<file path="src/rtl/emt_regs.svh">
/*
 * Timing constants for the effective-address and move cycle sequencer.
 * Assumes inclusion by bare name from the design file and the testbench.
 */
`ifndef EMT_REGS_SVH
`define EMT_REGS_SVH
// Periods of one zero-wait bus cycle.
`define EMT_BUS_PERIODS 4
// Clock period of the core clock in nanoseconds.
`define EMT_CLK_NS 20
// Addressing mode codes.
`define EMT_M_DREG   4'h0
`define EMT_M_AREG   4'h1
`define EMT_M_IND    4'h2
`define EMT_M_POST   4'h3
`define EMT_M_PRE    4'h4
`define EMT_M_D16    4'h5
`define EMT_M_IDX    4'h6
`define EMT_M_ABSW   4'h7
`define EMT_M_ABSL   4'h8
`define EMT_M_PCD    4'h9
`define EMT_M_PCX    4'hA
`define EMT_M_IMM    4'hB
// Operation codes.
`define EMT_OP_EA    2'h0
`define EMT_OP_MOVE  2'h1
// Base cost of a register-to-register byte or word move.
`define EMT_MOVE_BASE_CLK 6'h04
`define EMT_MOVE_BASE_RD  3'h1
`endif

</file>
<file path="src/rtl/emt_pkg.sv">
/*
 * Types for the effective-address and move cycle sequencer.
 * Assumes the constants header is on the include path.
 */
package emt_pkg;
    // Sequencer states, one-hot.
    typedef enum logic [3:0] {
        EMT_IDLE  = 4'b0001,
        EMT_READ  = 4'b0010,
        EMT_WRITE = 4'b0100,
        EMT_INTL  = 4'b1000
    } emt_state_t;
    // Cost triple of one operation: periods, reads, writes.
    typedef struct packed {
        logic [5:0] clk;
        logic [2:0] rd;
        logic [2:0] wr;
    } emt_cost_t;
endpackage

</file>
<file path="src/rtl/emt_seq.sv">
/*
 * Cycle sequencer for effective-address calculation and byte/word moves.
 * It looks up the cost of a requested operation, runs the bus reads and
 * writes as four-period cycles stretched by wait states, then idles for
 * the remaining internal periods. Assumes a memory that answers with a
 * ready level synchronous to clk and req held only while idle.
 */
// Summary of operation
// - Zero-wait bus cycle lasts four clocks.
// - Each stretch period adds one wait state.
// - Report total clocks, reads and writes.
// - Totals include fetch and operand accesses.
// - Leftover periods keep the bus idle.
// - Address calculation never writes.
// - Indirect: 4/1, 8/2, 2/0.
// - Postincrement: 4/1, 8/2, 4/0.
// - Predecrement: 6/1, 10/2, 4/0.
// - Displacement: 8/2, 12/3, 4/1.
// - Indexed: 10/2, 14/3, 8/1.
// - Absolute long: 12/3, 16/4, 8/2.
// - PC displacement: 8/2, 12/3.
// - PC indexed 10/14; immediate 4/8.
// - Index size never changes clock count.
// - Register move 4/1 plus source fetch.
// - Destination adds per-mode clocks and accesses.
`include "emt_regs.svh"
module emt_seq
    import emt_pkg::*;
(
    // Clock and reset.
    input  wire logic       clk,
    input  wire logic       reset,
    // Request from the instruction decoder.
    input  wire logic       req,
    input  wire logic [1:0] op,
    input  wire logic [3:0] src_mode,
    input  wire logic [3:0] dst_mode,
    input  wire logic       long_sz,
    input  wire logic       fetch,
    input  wire logic       idx_long,
    // Memory side.
    input  wire logic       mem_ready,
    output logic            bus_rd,
    output logic            bus_wr,
    // Status and results.
    output logic            busy,
    output logic            done,
    output logic [5:0]      res_clk,
    output logic [2:0]      res_rd,
    output logic [2:0]      res_wr,
    output logic [7:0]      wait_cnt,
    output logic            bad_req
);
    // Synchronised memory ready.
    logic             rdy_s1_q;
    logic             rdy_s2_q;
    logic [1:0]       ph_q;
    logic [5:0]       left_q;
    logic [2:0]       rd_left_q;
    logic [2:0]       wr_left_q;
    logic [7:0]       wait_q;
    emt_state_t       st_q;
    emt_state_t       st_d;
    emt_cost_t        src_c;
    emt_cost_t        dst_c;
    emt_cost_t        tot_c;
    logic             src_ok;
    logic             dst_ok;
    logic             req_ok;
    logic             ph_last;
    logic             stretch;

    // Source/EA cost lookup; idx_long is ignored on purpose.
    // index size ignored
    function automatic emt_cost_t ea_cost(input logic [3:0] m, input logic lg,
                                          input logic f, output logic ok);
        emt_cost_t c;
        c  = '{clk: 6'h00, rd: 3'h0, wr: 3'h0};
        ok = 1'b1;
        case (m)
            `EMT_M_DREG, `EMT_M_AREG: c = '{6'h00, 3'h0, 3'h0};
            `EMT_M_IND:  c = !f ? '{6'h02, 3'h0, 3'h0} : lg ? '{6'h08, 3'h2, 3'h0}
                                                              : '{6'h04, 3'h1, 3'h0};
            `EMT_M_POST: c = !f ? '{6'h04, 3'h0, 3'h0} : lg ? '{6'h08, 3'h2, 3'h0}
                                                              : '{6'h04, 3'h1, 3'h0};
            `EMT_M_PRE:  c = !f ? '{6'h04, 3'h0, 3'h0} : lg ? '{6'h0A, 3'h2, 3'h0}
                                                              : '{6'h06, 3'h1, 3'h0};
            `EMT_M_D16, `EMT_M_ABSW:
                         c = !f ? '{6'h04, 3'h1, 3'h0} : lg ? '{6'h0C, 3'h3, 3'h0}
                                                              : '{6'h08, 3'h2, 3'h0};
            `EMT_M_IDX:  c = !f ? '{6'h08, 3'h1, 3'h0} : lg ? '{6'h0E, 3'h3, 3'h0}
                                                              : '{6'h0A, 3'h2, 3'h0};
            `EMT_M_ABSL: c = !f ? '{6'h08, 3'h2, 3'h0} : lg ? '{6'h10, 3'h4, 3'h0}
                                                              : '{6'h0C, 3'h3, 3'h0};
            `EMT_M_PCD: begin
                ok = f;
                c  = lg ? '{6'h0C, 3'h3, 3'h0} : '{6'h08, 3'h2, 3'h0};
            end
            `EMT_M_PCX: begin
                ok = f;
                c  = lg ? '{6'h0E, 3'h3, 3'h0} : '{6'h0A, 3'h2, 3'h0};
            end
            `EMT_M_IMM: begin
                ok = f;
                c  = lg ? '{6'h08, 3'h2, 3'h0} : '{6'h04, 3'h1, 3'h0};
            end
            default: ok = 1'b0;
        endcase
        return c;
    endfunction

    // Destination surcharge of a byte or word move.
    // destination surcharge
    function automatic emt_cost_t dst_cost(input logic [3:0] m, output logic ok);
        emt_cost_t c;
        c  = '{clk: 6'h00, rd: 3'h0, wr: 3'h0};
        ok = 1'b1;
        case (m)
            `EMT_M_DREG, `EMT_M_AREG:           c = '{6'h00, 3'h0, 3'h0};
            `EMT_M_IND, `EMT_M_POST, `EMT_M_PRE: c = '{6'h04, 3'h0, 3'h1};
            `EMT_M_D16, `EMT_M_ABSW:            c = '{6'h08, 3'h1, 3'h1};
            `EMT_M_IDX:                         c = '{6'h0A, 3'h1, 3'h1};
            `EMT_M_ABSL:                        c = '{6'h0C, 3'h2, 3'h1};
            default:                            ok = 1'b0;
        endcase
        return c;
    endfunction

    // Combined cost of the request; address calculation adds no writes.
    always_comb begin
        src_c  = ea_cost(src_mode, long_sz, (op == `EMT_OP_MOVE) | fetch, src_ok);
        dst_c  = dst_cost(dst_mode, dst_ok);
        tot_c  = src_c;
        req_ok = src_ok;
        if (op == `EMT_OP_MOVE) begin
            tot_c.clk = src_c.clk + `EMT_MOVE_BASE_CLK + dst_c.clk;
            tot_c.rd  = src_c.rd + `EMT_MOVE_BASE_RD + dst_c.rd;
            tot_c.wr  = dst_c.wr;
            req_ok    = src_ok & dst_ok & ~long_sz;
        end else begin
            tot_c.wr  = 3'h0;
            req_ok    = src_ok & (op == `EMT_OP_EA);
        end
    end

    // Phase bookkeeping: the fourth phase ends a cycle unless memory stretches it.
    assign ph_last = (ph_q == 2'h3);
    assign stretch = ph_last & ~rdy_s2_q & (st_q == EMT_READ || st_q == EMT_WRITE);

    // Next state: reads first, then writes, then idle internal periods.
    always_comb begin
        st_d = st_q;
        case (st_q)
            EMT_IDLE: begin
                if (req && req_ok) begin
                    st_d = (tot_c.rd != 3'h0) ? EMT_READ :
                           (tot_c.wr != 3'h0) ? EMT_WRITE :
                           (tot_c.clk != 6'h00) ? EMT_INTL : EMT_IDLE;
                end
            end
            EMT_READ, EMT_WRITE: begin
                if (ph_last && !stretch) begin
                    st_d = (rd_left_q > 3'h1 && st_q == EMT_READ) ? EMT_READ :
                           ((st_q == EMT_READ ? wr_left_q : wr_left_q - 3'h1) != 3'h0)
                               ? EMT_WRITE :
                           (left_q > 6'h01) ? EMT_INTL : EMT_IDLE;
                end
            end
            EMT_INTL: begin
                if (left_q == 6'h01) begin
                    st_d = EMT_IDLE;
                end
            end
            default: st_d = EMT_IDLE;
        endcase
    end

    // Ready synchroniser; only the second stage is read.
    always_ff @(posedge clk) begin
        rdy_s1_q <= reset ? 1'b0 : mem_ready;
        rdy_s2_q <= reset ? 1'b0 : rdy_s1_q;
    end

    // Sequencer registers and counters.
    always_ff @(posedge clk) begin
        if (reset) begin
            st_q      <= EMT_IDLE;
            ph_q      <= 2'h0;
            left_q    <= 6'h00;
            rd_left_q <= 3'h0;
            wr_left_q <= 3'h0;
            wait_q    <= 8'h00;
        end else begin
            st_q <= st_d;
            if (st_q == EMT_IDLE) begin
                ph_q      <= 2'h0;
                left_q    <= tot_c.clk;
                rd_left_q <= tot_c.rd;
                wr_left_q <= tot_c.wr;
                if (req && req_ok) begin
                    wait_q <= 8'h00;
                end
            end else if (stretch) begin
                wait_q <= wait_q + 8'h01;
            end else begin
                ph_q   <= ph_q + 2'h1;
                left_q <= left_q - 6'h01;
                if (ph_last && st_q == EMT_READ) begin
                    rd_left_q <= rd_left_q - 3'h1;
                end
                if (ph_last && st_q == EMT_WRITE) begin
                    wr_left_q <= wr_left_q - 3'h1;
                end
            end
        end
    end

    // Outputs, all registered.
    always_ff @(posedge clk) begin
        if (reset) begin
            bus_rd   <= 1'b0;
            bus_wr   <= 1'b0;
            busy     <= 1'b0;
            done     <= 1'b0;
            res_clk  <= 6'h00;
            res_rd   <= 3'h0;
            res_wr   <= 3'h0;
            wait_cnt <= 8'h00;
            bad_req  <= 1'b0;
        end else begin
            bus_rd   <= (st_d == EMT_READ);
            bus_wr   <= (st_d == EMT_WRITE);
            busy     <= (st_d != EMT_IDLE);
            done     <= (st_q != EMT_IDLE) && (st_d == EMT_IDLE);
            wait_cnt <= wait_q;
            bad_req  <= (st_q == EMT_IDLE) && req && !req_ok;
            if (st_q == EMT_IDLE && req && req_ok) begin
                res_clk <= tot_c.clk;
                res_rd  <= tot_c.rd;
                res_wr  <= tot_c.wr;
            end
        end
    end

    // Checks on the sequencer.
    // With no write left to run, an accepted address calculation can never write.
    chk_no_ea_write: assert property (@(posedge clk) disable iff (reset)
        (st_q == EMT_IDLE && req && req_ok && op == `EMT_OP_EA)
        |=> (wr_left_q == 3'h0 && !bus_wr))
        else $error("Address calculation drove a write.");
    chk_cycle_four: assert property (@(posedge clk) disable iff (reset)
        ($rose(bus_rd) && rdy_s2_q) |-> bus_rd [*4])
        else $error("Read cycle shorter than four periods.");
    chk_write_four: assert property (@(posedge clk) disable iff (reset)
        ($rose(bus_wr) && rdy_s2_q) |-> bus_wr [*4])
        else $error("Write cycle shorter than four periods.");
    // Internal periods follow the last bus cycle, or the idle state when there is none, with the bus quiet.
    chk_intl_quiet: assert property (@(posedge clk) disable iff (reset)
        (st_q == EMT_INTL)
        |-> (rd_left_q == 3'h0 && wr_left_q == 3'h0 && !bus_rd && !bus_wr))
        else $error("Bus active during internal periods.");
    chk_ind_fetch: assert property (@(posedge clk) disable iff (reset)
        (st_q == EMT_IDLE && req && op == `EMT_OP_EA && src_mode == `EMT_M_IND
         && fetch && !long_sz) |=> (res_clk == 6'h04 && res_rd == 3'h1))
        else $error("Indirect fetch cost wrong.");
    chk_idx_size: assert property (@(posedge clk) disable iff (reset)
        (src_mode == `EMT_M_IDX && fetch && op == `EMT_OP_EA && !long_sz)
        |-> tot_c.clk == 6'h0A)
        else $error("Indexed cost depends on index size.");
    chk_move_base: assert property (@(posedge clk) disable iff (reset)
        (op == `EMT_OP_MOVE && src_mode == `EMT_M_DREG && dst_mode == `EMT_M_DREG)
        |-> (tot_c.clk == 6'h04 && tot_c.rd == 3'h1 && tot_c.wr == 3'h0))
        else $error("Register move cost wrong.");
    chk_move_absl: assert property (@(posedge clk) disable iff (reset)
        (op == `EMT_OP_MOVE && src_mode == `EMT_M_DREG && dst_mode == `EMT_M_ABSL
         && !long_sz) |-> (tot_c.clk == 6'h10 && tot_c.rd == 3'h3 && tot_c.wr == 3'h1))
        else $error("Absolute long destination cost wrong.");
    chk_wait_count: assert property (@(posedge clk) disable iff (reset)
        stretch |=> wait_q == $past(wait_q) + 8'h01)
        else $error("Wait state not counted.");
    chk_pre_cost: assert property (@(posedge clk) disable iff (reset)
        (op == `EMT_OP_EA && src_mode == `EMT_M_PRE && fetch && long_sz)
        |-> (tot_c.clk == 6'h0A && tot_c.rd == 3'h2))
        else $error("Predecrement long cost wrong.");
    cov_ea_done: cover property (@(posedge clk) disable iff (reset)
        op == `EMT_OP_EA && done);
    cov_move_wr: cover property (@(posedge clk) disable iff (reset) $rose(bus_wr));
    cov_stretch: cover property (@(posedge clk) disable iff (reset) stretch);
    // Index size is only observed here, since it has no timing effect.
    cov_idx_long: cover property (@(posedge clk) disable iff (reset)
        src_mode == `EMT_M_IDX && idx_long && done);
endmodule

</file>
<file path="config.mk">
export PLATFORM = sky130hd
export DESIGN_NAME = emt_seq
export DESIGN_NICKNAME = d
export VERILOG_FILES = /design/src/rtl/emt_pkg.sv /design/src/rtl/emt_seq.sv
export VERILOG_INCLUDE_DIRS = /design/src /design/src/rtl
export SDC_FILE = /design/constraint.sdc
export NUM_CORES = 1
export LEC_CHECK = 0
export ABC_AREA = 0
export BUFFER_PORTS_ARGS = -buffer_cell sky130_fd_sc_hd__buf_2
export CAP_MARGIN = 20
export CORE_MARGIN = 1
export CORE_UTILIZATION = 33
export DETAILED_ROUTE_END_ITERATION = 7
export HOLD_SLACK_MARGIN = 0.15
export PLACE_DENSITY = 0.57
export SETUP_SLACK_MARGIN = 0.4
export SYNTH_ARGS = -nofsm -noshare
export SYNTH_HDL_FRONTEND = slang
export SYNTH_SLANG_ARGS = --single-unit
</file>
<file path="constraint.sdc">
create_clock -name clk -period 10 [get_ports clk]
set_input_delay 2 -clock clk [delete_from_list [all_inputs] [get_ports clk]]
set_output_delay 2 -clock clk [all_outputs]
set_load 0.02 [all_outputs]
</file>
=== After elaboration in Yosys (flattened, before gate mapping) ===
Cells that the tools add are included.

* $add $sub $neg: 9
* $lt $le $gt $ge: 2
* Equal/unequal tests: 33
* Muxes and demuxes: 40
* Bitwise operators: 8
* Reductions and logical operators: 33

{| class="wikitable"
|+ Operator list
! kind !! number
|-
| 12-bit case mux with 9 select lines || 1
|-
| 12-bit two-way mux || 4
|-
| 4-bit by 3-bit == test with 1-bit output (second input constant) || 10
|-
| 10-bit case mux with 4 select lines || 1
|-
| 4-bit two-way mux || 9
|-
| 10-bit two-way mux || 3
|-
| 9-bit two-way mux || 3
|-
| 4-bit by 2-bit == test with 1-bit output (second input constant) || 6
|-
| 4-bit == test (second input constant) || 6
|-
| 3-bit two-way mux || 8
|-
| 8-bit two-way mux || 3
|-
| 11-bit two-way mux || 2
|-
| 9-bit OR reduction || 2
|-
| 4-bit by 1-bit == test with 1-bit output (second input constant) || 4
|-
| 6-bit two-way mux || 2
|-
| 4-bit case mux with 3 select lines || 1
|-
| 1-bit logical AND || 9
|-
| 3-bit nonzero test || 3
|-
| 8-bit by 1-bit adder with 8-bit output (second input constant) || 1
|-
| 4-bit logical NOT || 2
|-
| 4-bit by 1-bit != test with 1-bit output (second input constant) || 2
|-
| 2-bit OR reduction || 4
|-
| 6-bit by 3-bit adder with 6-bit output (second input constant) || 1
|-
| 6-bit adder || 1
|-
| other kinds (24) || 37
|}

* Flip-flop bits (word level): 53
* Input port bits: 17
* Output and inout bits: 25
* Word-level logic and storage cells: 142

=== Longest topological paths before layout ===
Gate-level depths: netlist of the first run.

* Word-level depth: 15
* Depth in mapped cells: 17
* Gate-level depth less buffers: 16

=== Worst setup path before layout of the first run ===
OpenSTA, ideal clock, no wires.

* Path type: input-to-reg
* Start point: in fetch
* End point: reg st_q[3]
* Library setup time: 0.069 ns
* Data arrival time: 4.613 ns
* Data required time: 9.931 ns
* Slack: 5.318 ns
* Cell stages on the path: 14
* Buffers on the path: 1
* Cell sequence: buf_2 nor2_1 nor2_1 xnor2_1 a22oi_1 o22a_1 ha_1 inv_1 fa_1 a22oi_1 o41a_1 o2111ai_2 or4_1 o21ai_1

* Word-level cells in the longest chain between the ends: 12
* Elaborated cells on any way between the ends: 26
* Those cells by class: 4 x add/sub; 15 x mux; 4 x bitwise; 3 x reduce/logical

{| class="wikitable"
|+ Ends and longest elaborated chain
! what !! line !! text
|-
| start: declaration || emt_seq.sv:39 || <nowiki>input wire logic fetch,</nowiki>
|-
| 1-bit OR * || emt_seq.sv:131 || <nowiki>src_c = ea_cost(src_mode, long_sz, (op == `EMT_OP_MOVE) | fetch, src_ok);</nowiki>
|-
| 11-bit two-way mux, or another cell as far along || emt_seq.sv:93 || <nowiki>`EMT_M_ABSL: c = !f ? '{6'h08, 3'h2, 3'h0} : lg ? '{6'h10, 3'h4, 3'h0}</nowiki>
|-
| 12-bit case mux with 9 select lines || emt_seq.sv:80 || <nowiki>case (m)</nowiki>
|-
| 6-bit by 3-bit adder with 6-bit output (no source line) || n/a ||
|-
| 6-bit adder || emt_seq.sv:136 || <nowiki>tot_c.clk = src_c.clk + `EMT_MOVE_BASE_CLK + dst_c.clk;</nowiki>
|-
| 9-bit two-way mux || emt_seq.sv:135 || <nowiki>if (op == `EMT_OP_MOVE) begin</nowiki>
|-
| 6-bit nonzero test || emt_seq.sv:158 || <nowiki>(tot_c.clk != 6'h00) ? EMT_INTL : EMT_IDLE;</nowiki>
|-
| 4-bit two-way mux || emt_seq.sv:158 ||
|-
| 4-bit two-way mux || emt_seq.sv:157 || <nowiki>(tot_c.wr != 3'h0) ? EMT_WRITE :</nowiki>
|-
| 4-bit two-way mux || emt_seq.sv:156 || <nowiki>st_d = (tot_c.rd != 3'h0) ? EMT_READ :</nowiki>
|-
| 4-bit two-way mux * || emt_seq.sv:155 || <nowiki>if (req && req_ok) begin</nowiki>
|-
| 4-bit case mux with 3 select lines * || emt_seq.sv:153 || <nowiki>case (st_q)</nowiki>
|-
| end signal: assignment || emt_seq.sv:194 || <nowiki>st_q <= st_d;</nowiki>
|-
| end: declaration || emt_seq.sv:62 || <nowiki>emt_state_t st_q;</nowiki>
|}

Every way passes the cells marked *; elsewhere a longest branch is shown, timed or not.
A chain may end at the register's enable or synchronous reset.

=== Worst setup path after layout of the first run ===
* Start point: in op[0]
* End point: reg st_q[3]

* Word-level cells in the longest chain between the ends: 13
* Elaborated cells on any way between the ends: 30
* Those cells by class: 4 x add/sub; 1 x eq/ne; 16 x mux; 4 x bitwise; 5 x reduce/logical

{| class="wikitable"
|+ Ends and longest elaborated chain
! what !! line !! text
|-
| start: declaration || emt_seq.sv:35 || <nowiki>input wire logic [1:0] op,</nowiki>
|-
| 2-bit by 1-bit == test with 1-bit output (no source line) || n/a ||
|-
| 1-bit OR || emt_seq.sv:131 ||
|-
| 11-bit two-way mux, or another cell as far along || emt_seq.sv:93 ||
|-
| 12-bit case mux with 9 select lines || emt_seq.sv:80 ||
|-
| 6-bit by 3-bit adder with 6-bit output (no source line) || n/a ||
|-
| 6-bit adder || emt_seq.sv:136 ||
|-
| 9-bit two-way mux || emt_seq.sv:135 ||
|-
| 6-bit nonzero test || emt_seq.sv:158 ||
|-
| 4-bit two-way mux || emt_seq.sv:158 ||
|-
| 4-bit two-way mux || emt_seq.sv:157 ||
|-
| 4-bit two-way mux || emt_seq.sv:156 ||
|-
| 4-bit two-way mux * || emt_seq.sv:155 ||
|-
| 4-bit case mux with 3 select lines * || emt_seq.sv:153 ||
|}

Marked as above.

==> results.md, run 1 <==
- WL final: around 7000 um
- Post-route ant nets: 0
- Chip Width: around 99 um
- Gp weighted congestion: 0.843
- Num rows: 35
- Clock share of power: about a quarter
- Synthesized area: just over 3000 um^2
- Syn Area/Cell: about 8 um^2
- Post CTS Setup Buffer Count: 0
- Cts hold-fix bufs: 0
- Leak: between 1 and 1.5 nW
- Slew HR: 42.1%
- Mapped Cells: between 300 and 400
- # fillers: roughly 990
- Yosys top cell area share: roughly 32%
- Pwr/cell area: ~130 nW/um^2
- Drt wl/cell: 13.8 um
- Yosys cell types: between 60 and 70
- Dominant synthesized flop cell: dfxtp_1
- Die height: a little under 100 um
- CP endpoint kind: register
- Startpoint Class: primary input
- Comb power frac: about 25%
- Worst min path class: register to register
- Total GRT Usage: between 10% and 20%
- Clock skew: between 0.005 and 0.006 ns
- Max-cap violations: 0
- Syn-to-layout area delta: 8.46%
- FMAX: 201 MHz
- Most common library cells after synthesis: nor2_1 (51), dfxtp_1 (50), nand2_1 (34)
- Int Pwr: between 0.0002 and 0.0003 W
- Post-cts repair resize count: 0
- Effective utilization at floorplan: between 30 and 40%
- Fraction of registers with async set or reset after synthesis: 0%
- Worst-skew pair later-pin latency: roughly 0.3 ns
- Fin crit share: 49.7%
- Dpl hpwl: approximately 5000 um
- Gr ovfl total: 0
- Final hold violation count: 0
- TritonCTS clock tree: yes
- Vias/cell: between 5 and 6
- Outcome: finished, final reports clean
- Depth of the CTS H-tree: 2
- Nets: 440
- RSZ-0062 raised after global routing: no
- Crit-path max FO: 12
- WP data required: between 10 and 15 ns
- Peak supply drop: ~0.000063 V
- EDFF count, synth: 0
- Port Buf Inserts: 37
- Clk sinks: 50
- Number of global-route vias before repair: ~2600
- CP Data Arrival Time: 5.21 ns
- Via count: approximately 2800
- Multi-input logic area: approximately 1900 um^2
- Most frequent cell after synthesis: nor2_1
- Final hold slack: ~0.45 ns
- Sw Pwr: about 0.00014 W
- First drt pass iteration count: 4
- Die ar.: 9840 um^2
- Sw Ratio: between 30% and 40%
- FF+latch count, synth: 50
- Ys Warns: 0
- Cell taking the most area after synthesis: dfxtp_1
- Initial drt markers: 100
- Setup_tns: 0 ns
- Crit path time final: 4.97 ns
- WS Path Type: primary input to register
- Core footprint: a little over 9000 um^2
- Largest net degree at the start of global routing: between 40 and 50
- Clk buf depth: 2
- Slew @ Worst Pin: 0.864 ns
- First-pass GRT wire length: 12400 um
- Register Area: 1000 um^2
- Flop pwr share: around 49%
- Final setup vio count: 0
- Initial antenna violation count: 0
- Max-slew violations: 0
- TritonCTS buffer count: 5
- CTS root buf: clkbuf_8
- CTS clk-pin slew, worst paths: around 0.090 ns
- Top cells by area, synth: dfxtp_1 (32%), nor2_1 (6.1%), ha_1 (5.6%)
- Register area share after synthesis: between 30% and 40%
- IO Count: between 40 and 50
- Ant diodes: 0
- DRC: 0
- Share of layout cells above drive strength 1: 14.7%
kinds of logic after synthesis:
logic type | count (synthesis) | share of synthesized area [%]
adder cells (fa/ha/maj) | 16 | 6.90
flip-flops | 50 | 32.1
other | 1 | 0.120
multiplexers | 6 | 2.01
XOR/XNOR | 15 | 4.21
AND/OR/NAND/NOR | 156 | 25.6
buffers and inverters | 46 | 7.14
AO/OA/AOI/OAI | 99 | 21.9
placed cells by master (no fill, tap or decap), types with 4 or more instances in the layout:
cell and count:
dfxtp_1 50, and3_1 5, xnor2_1 12, a31oi_1 4
a311oi_1 4, nor2_1 51, ha_1 14, or3_1 4
inv_1 15, nor2b_1 17, a211oi_1 12, mux2i_1 4
a21oi_1 30, o21ai_0 12, nor3_1 12, clkbuf_8 5
nor4_1 4, nand2_1 34, nand2b_1 5, nand3_1 5
buf_2 37
state kept, by name (all words and copies together), names as in the netlist, 2 cells and up:
register   count
wait_cnt       8
wait_q         8
left_q         6
res_clk        5
st_q           4
rd_left_q      3
res_rd         3
wr_left_q      3
ph_q           2
layer usage:
layer | GRT usage [%] | share of wire (%)
met5 | 0 | 0
met4 | 5.54 | 1.8
met3 | 2.74 | 4.8
met2 | 24.0 | 45
met1 | 21.3 | 48
final cells by class:
cell class,count,area share [%]
flip-flops and latches,50,29.6
multi-input cells,295,56.3
repair buffers,38,5.70
clock buffers,5,2.03
clock inverters,2,0.444
well taps,111,4.11
inverters,17,1.89
worst max-delay path: stages:
cell and delay [ns]:
buf_2 0.12, nor2b_4 0.17, nor2_1 0.38, nor2_1 0.12, xnor2_1 0.18, a22oi_1 0.10
o22a_1 0.22, ha_1 0.21, inv_1 0.07, fa_1 0.42, a22oi_1 0.19, o41a_1 0.25
o2111ai_2 0.22, or4_1 0.45, o21ai_1 0.12
worst paths after layout:
kind / from / cells past startpoint / end / slack [ns]
setup reg to reg: st_q[1]$_SDFF_PP0_ / 7 / left_q[3]$_SDFFE_PP0P_ / 7.60
setup / recovery: op[0] / 15 / st_q[3]$_SDFF_PP0_ / 5.03
hold reg to reg: rdy_s1_q$_SDFF_PP0_ / 1 / rdy_s2_q$_SDFF_PP0_ / 0.45
hold / removal: rdy_s1_q$_SDFF_PP0_ / 1 / rdy_s2_q$_SDFF_PP0_ / 0.45
per-stage QoR:
stage / total power (W) / instance area (um^2) / std cells / utilization [%] / worst slack [ns]
after floorplan: 0.000307 / 3130 / 391 / - / 5.32
after global placement: 0.000329 / 3300 / 511 / 35.9 / 4.76
after detailed placement: 0.000331 / 3300 / 511 / 35.9 / 4.75
after CTS: 0.000447 / 3380 / 518 / 36.8 / 5.06
after global routing: 0.000471 / 3380 / 518 / 36.8 / 4.78
final: 0.000441 / 3380 / 518 / 36.8 / 5.03
power by group through the flow:
stage	Clock (W)	Combinational (W)	Sequential (W)
finish	0.000114	0.000112	0.000215
global route	0.000128	0.000127	0.000217
CTS	0.000120	0.000112	0.000216
detailed placement	0	0.000111	0.000220
global placement	0	0.000109	0.000220
floorplan	0	0.0000850	0.000222
Power figures use the tool's default switching activity.
==> inputs of run 2 (changes only) <==
PLACE_DENSITY = 0.58   (was 0.57)
clock period = 4.23 ns   (was 10 ns; I/O delays follow)
==> run 2 against run 1 <==
  * Sequential share of layout area down 0.36 points
  * Core utilization up 0.45 points
  * Total power rose to 2.5 times the previous value
  * Final area up 1.2%
  * Die area unchanged
  * Via count up 0.40%
  * Critical path type unchanged
  * Largest cell class unchanged
==> results.md, run 2 (same netlist as run 1, synthesis figures left out) <==
- Ant diodes: 0 (unchanged)
- Initial drt markers: 137 (+37%)
- Worst-skew pair later-pin latency: 0.31 ns (about the same)
- Largest registers: wait_cnt: 8 flops, wait_q: 8 flops, left_q: 6 flops
- CTS clk-pin slew, worst paths: 0.09 ns (about the same)
- Die ar.: 9840 um^2 (unchanged)
- Drt wl/cell: 13.6 um (-1.4%)
- WS Path Type: primary input to register
- IO Count: 42 (unchanged)
- Int Pwr: 0.000769 W (+160%)
- Gr ovfl total: 0 (unchanged)
- Num rows: 35 (unchanged)
- Peak supply drop: 0.000125 V (+98%)
- TritonCTS buffer count: 5 (unchanged)
- Number of global-route vias before repair: 2470 (-3.6%)
- CP endpoint kind: register
- FMAX: ~280 MHz
- Max-slew violations: 0 (unchanged)
- WP data required: 4.47 ns (-5.77 ns)
- Slew @ Worst Pin: 0.832 ns (-0.0321 ns)
- RSZ-0062 raised after global routing: no
- Fin crit share: between 80% and 90%
- Crit path time final: between 3 and 4 ns
- Post CTS Setup Buffer Count: 0 (unchanged)
- TritonCTS clock tree: yes
- Pwr/cell area: 323 nW/um^2 (+150%)
- Via count: 2769 (+0.40%)
- Startpoint Class: primary input
- Final setup vio count: 0 (unchanged)
- First drt pass iteration count: 4 (unchanged)
- Worst min path class: register to register
- Share of layout cells above drive strength 1: 15.4% (+0.66 points)
- CTS root buf: clkbuf_8
- Nets: 442 (+0.45%)
- Syn-to-layout area delta: 9.79%
- Flop pwr share: 46.1% (-2.8 points)
- Final hold violation count: 0 (unchanged)
- Slew HR: 44.3% (+2.1 points)
- Vias/cell: 5.33 (about the same)
- First-pass GRT wire length: 11700 um (-5.2%)
- # fillers: 988 (+0.30%)
- CP Data Arrival Time: 3.82 ns (-1.39 ns)
- Clock share of power: 30.1% (+4.3 points)
- WL final: 7070 um (-0.99%)
- Placed insts: 513 (+0.39%)
- Sw Ratio: 30.4% (-1.8 points)
- Core footprint: 9200 um^2 (unchanged)
- Leak: 1.35 nW (+2.1%)
- Crit-path max FO: 6 (-6)
- Dpl hpwl: 5160 um (+0.31%)
- Die height: 99.2 um (unchanged)
- Effective utilization at floorplan: 33.9% (unchanged)
- Commonest cells after routing, fill and taps aside: nor2_1 (50), dfxtp_1 (50), buf_2 (37)
- Post-route ant nets: 0 (unchanged)
- Max-cap violations: 0 (unchanged)
- Setup_tns: 0 ns (unchanged)
- Post-layout util: 37.2% (+0.45 points)
- Final std cells w/o fill: 520 (+0.39%)
- Chip Width: 99.2 um (unchanged)
- Outcome: finished, final reports clean
- Total GRT Usage: 14.6% (-0.86 points)
- Gp weighted congestion: 0.870 (+3.3%)
- Sw Pwr: 0.000336 W (+140%)
- Clock skew: 0.0139 ns (+0.00794 ns)
- Port Buf Inserts: 37 (unchanged)
- Comb power frac: 23.8% (-1.5 points)
- Clk buf depth: 2 (unchanged)
- Largest net degree at the start of global routing: 47 (unchanged)
- Initial antenna violation count: 0 (unchanged)
- Clk sinks: 50 (unchanged)
- Depth of the CTS H-tree: 2 (unchanged)
- DRC: 0 (unchanged)
-- run 2: path summary, 6_finish.rpt --
| check | startpoint | endpoint | slack, ns | depth (start not counted) |
|---|---|---|---|---|
| max | op[0] | st_q[3]$_SDFF_PP0_ | 0.64 | 15 |
| max reg2reg | st_q[1]$_SDFF_PP0_ | left_q[5]$_SDFFE_PP0P_ | 1.84 | 7 |
| min reg2reg | rdy_s1_q$_SDFF_PP0_ | rdy_s2_q$_SDFF_PP0_ | 0.46 | 1 |
| min | rdy_s1_q$_SDFF_PP0_ | rdy_s2_q$_SDFF_PP0_ | 0.46 | 1 |
-- run 2: cell type report --
cell class	instances	area, um^2	area share, %
Timing Repair Buffer	40	208	6.07
Inverter	17	63.8	1.86
Tap cell	111	139	4.06
Multi-Input combinational cell	295	1910	55.6
Clock inverter	2	38.8	1.13
Clock buffer	5	68.8	2.01
Sequential cell	50	1000	29.2
-- run 2: per-stage QoR --
stage	worst slack [ns]	hold WS (ns)	total power [W]	instance area, um^2
2_1_floorplan	0.702	0.414	0.000725	3130
3_3_place_gp	0.253	0.438	0.000777	3310
3_5_place_dp	0.212	0.430	0.000782	3310
4_1_cts	0.508	0.460	0.00112	3420
5_1_grt	0.428	0.468	0.00117	3420
6_report	0.643	0.457	0.00110	3420
-- run 2: critical path, cell delays in order --
cell       delay, ns
buf_2           0.12
nor2b_4         0.12
nor2_2          0.25
nor2_1          0.11
xnor2_1         0.17
a22oi_1         0.10
o22a_1          0.21
ha_1            0.19
inv_1           0.06
fa_1            0.42
a22oi_1         0.19
o41a_1          0.26
o2111ai_2       0.21
or4_1           0.45
o21ai_1         0.11
-- run 2: power groups by stage --
stage	registers (W)	logic (W)	clock network [W]
floorplan	0.000524	0.000201	0
global placement	0.000520	0.000257	0
detailed placement	0.000520	0.000262	0
CTS	0.000509	0.000264	0.000344
global route	0.000512	0.000295	0.000362
finish	0.000509	0.000263	0.000333
-- run 2: layer usage --
metal	track usage, %	up-vias	part of all wire [%]
met5	0	-	0
met2	23.1	65	46
met1	20.2	1282	49
li1	-	1414	-
met3	2.88	8	4.8
met4	3.51	0	1.0
-- run 2: what timing repair did --
action                     in CTS  in global routing
resized for setup               0                  1
hold buffers                    0                  0
setup endpoints to repair       0                  1
==> inputs of run 3 (changes only) <==
PLACE_DENSITY = 0.57   (was 0.58)
clock period = 3.3 ns   (was 4.23 ns; I/O delays follow)
==> run 3 against run 2 <==
  * Clock skew is 0.0044 ns lower
  * Worst setup slack got worse by 0.43 ns
  * Sequential power grew 28%
  * Combinational power up 75%
  * Critical path type unchanged
  * Largest power group unchanged
==> results.md, run 3 (same netlist as run 1, synthesis figures left out) <==
- FMAX: around 320 MHz
- DRC: 0 (unchanged)
- CP max stage delay: 0.39 ns (-0.06 ns)
- Outcome: finished, final reports clean
- Die ar.: 9840 um^2 (unchanged)
- Placed standard-cell area: 3640 um^2 (+9.7%)
- CTS root buf: clkbuf_8
- Int Pwr: 0.00102 W (+32%)
- Gp weighted congestion: 0.875 (+0.54%)
- RSZ-0062 raised after global routing: yes
- Max-slew violations: 0 (unchanged)
- Dpl hpwl: 5650 um (+9.5%)
- Share of layout cells above drive strength 1: 31.1% (+16 points)
- Effective utilization at floorplan: 33.9% (unchanged)
- Leak: 1.62 nW (+20%)
- Final setup vio count: 0 (unchanged)
- Worst-skew pair later-pin latency: 0.31 ns (about the same)
- Comb power frac: 30.7% (+6.9 points)
- Total GRT Usage: 15.8% (+1.2 points)
- Clk buf depth: 2 (unchanged)
- Final hold violation count: 0 (unchanged)
- Clk sinks: 50 (unchanged)
- WS Path Type: primary input to register
- Initial antenna violation count: 0 (unchanged)
- WP data required: 3.50 ns (-0.97 ns)
- Startpoint Class: primary input
- First drt pass iteration count: 4 (unchanged)
- WL final: 7690 um (+8.7%)
- Crit path from: op[0]
- Sw Ratio: 32.0% (+1.6 points)
- Peak supply drop: 0.000146 V (+16%)
- Crit-path cells: buf_8 -> nor2b_4 -> buf_4 -> o21ai_2 -> o21ai_1 -> o31a_1 -> ha_1 -> inv_2 -> ha_4 -> inv_2 -> fa_2 -> nor2b_4 -> a21oi_2 -> nor2_1 -> a21oi_2 -> nor2b_4 -> a311o_1
- Total power: 0.00150 W (+35%)
- CP endpoint kind: register
- Setup_tns: 0 ns (unchanged)
- First-pass GRT wire length: 12700 um (+8.1%)
- Worst min path class: register to register
- Slew HR: 42.0% (-2.2 points)
- Hold Startpoint: rdy_s1_q$_SDFF_PP0_
- Core footprint: 9200 um^2 (unchanged)
- Number of global-route vias before repair: 2668 (+8.0%)
- Vias/cell: 5.13 (-3.7%)
- Depth of the CTS H-tree: 2 (unchanged)
- CP Data Arrival Time: 3.28 ns (-0.54 ns)
- Nets: 488 (+10%)
- IO Count: 42 (unchanged)
- Crit path top cell by count: nor2b_4
- Via count: 2908 (+5.0%)
- Largest registers: wait_cnt: 8 flops, wait_q: 8 flops, left_q: 6 flops
- Commonest cells after routing, fill and taps aside: dfxtp_1 (50), nor2_1 (47), buf_4 (45)
- Crit-path max FO: 5 (-1)
- Pwr/cell area: 376 nW/um^2 (+17%)
- TritonCTS buffer count: 5 (unchanged)
- Num rows: 35 (unchanged)
- Port Buf Inserts: 37 (unchanged)
- Post-route cell area: 3980 um^2 (+16%)
- Fin crit share: between 90% and 100%
- Sw Pwr: 0.000479 W (+43%)
- Syn-to-layout area delta: 27.4%
- CTS clk-pin slew, worst paths: 0.09 ns (about the same)
- Post-route ant nets: 0 (unchanged)
- Reg-to-Reg Start: st_q[1]$_SDFF_PP0_
- Slew @ Worst Pin: 0.869 ns (+0.0371 ns)
- Largest net degree at the start of global routing: 47 (unchanged)
- Gr ovfl total: 0 (unchanged)
- Most common library cell in the layout ignoring fill and taps: dfxtp_1
- Critical Path Slowest Stage Cell: fa_2
- Crit path time final: 3.09 ns
- Flop pwr share: 43.7% (-2.4 points)
- Ant diodes: 0 (unchanged)
- Max-cap violations: 0 (unchanged)
- Initial drt markers: 77 (-44%)
- Clock share of power: 25.6% (-4.5 points)
- Chip Width: 99.2 um (unchanged)
- Die height: 99.2 um (unchanged)
- TritonCTS clock tree: yes
- Drt wl/cell: 13.6 um (-0.27%)
- Clock skew: 0.00948 ns (-0.00444 ns)
- Post-layout util: 43.2% (+6.0 points)
run 3: cell count changes in the layout (fill, tap and decap cells not counted), sizes merged:
cell	previous run	this run
clkbuf	5	8
bufinv	1	0
buf	40	85
clkinv	1	0
inv	17	18
run 3: path summary, 6_finish.rpt:
kind | slack, ns | depth (start not counted) | end
hold reg to reg | 0.46 | 1 | rdy_s2_q$_SDFF_PP0_
hold / removal | 0.46 | 1 | rdy_s2_q$_SDFF_PP0_
setup / recovery | 0.21 | 17 | st_q[0]$_SDFF_PP1_
setup reg to reg | 1.17 | 4 | st_q[0]$_SDFF_PP1_
run 3: power by group through the flow:
stage / Clock, W / Sequential, W / Combinational (W)
after floorplan: 0 / 0.000671 / 0.000267
after global placement: 0 / 0.000666 / 0.000384
after detailed placement: 0 / 0.000668 / 0.000389
after CTS: 0.000392 / 0.000653 / 0.000430
after global routing: 0.000409 / 0.000657 / 0.000504
final: 0.000383 / 0.000653 / 0.000459
run 3: critical path, delay by kind of cell:
kind / cells / cell delay, ns
AOI/OAI and AO/OA: 6 / 1.04
adders and majority gates: 3 / 0.81
buffers and inverters: 4 / 0.35
and+or+nand+nor: 4 / 0.42
run 3: per-layer routing:
layer / global-route usage, % / vias to the layer above / wire length (um)
met4: 5.54 / 0 / 129
li1: - / 1502 / -
met1: 20.7 / 1334 / 3640
met5: 0 / - / 0
met2: 27.0 / 63 / 3660
met3: 1.55 / 9 / 266
run 3: timing repair:
| item | in CTS | in global routing |
|---|---|---|
| hold endpoints to repair | 0 | 0 |
| endpoints found under the setup margin | 11 | 15 |
| buffers inserted | 8 | 0 |
| gates cloned | 0 | 0 |
| hold buffers | 0 | 0 |
| pin swaps | 10 | 7 |
| resized for setup | 25 | 16 |
run 3: through the flow:
stage / cells / worst slack [ns] / hold slack, ns
finish: 567 / 0.214 / 0.459
global route: 567 / 0.0969 / 0.482
CTS: 567 / 0.240 / 0.467
detailed placement: 551 / -0.237 / 0.449
global placement: 551 / -0.214 / 0.429
floorplan: 391 / 0.100 / 0.414
run 3: layout make-up:
cell class | count | area, um^2
fillers | 921 | 5220
multi-input cells | 295 | 2090
flip-flops and latches | 50 | 1000
repair buffers | 86 | 587
well taps | 111 | 139
clock buffers | 7 | 86.3
inverters | 17 | 63.8
clock inverters | 1 | 8.76
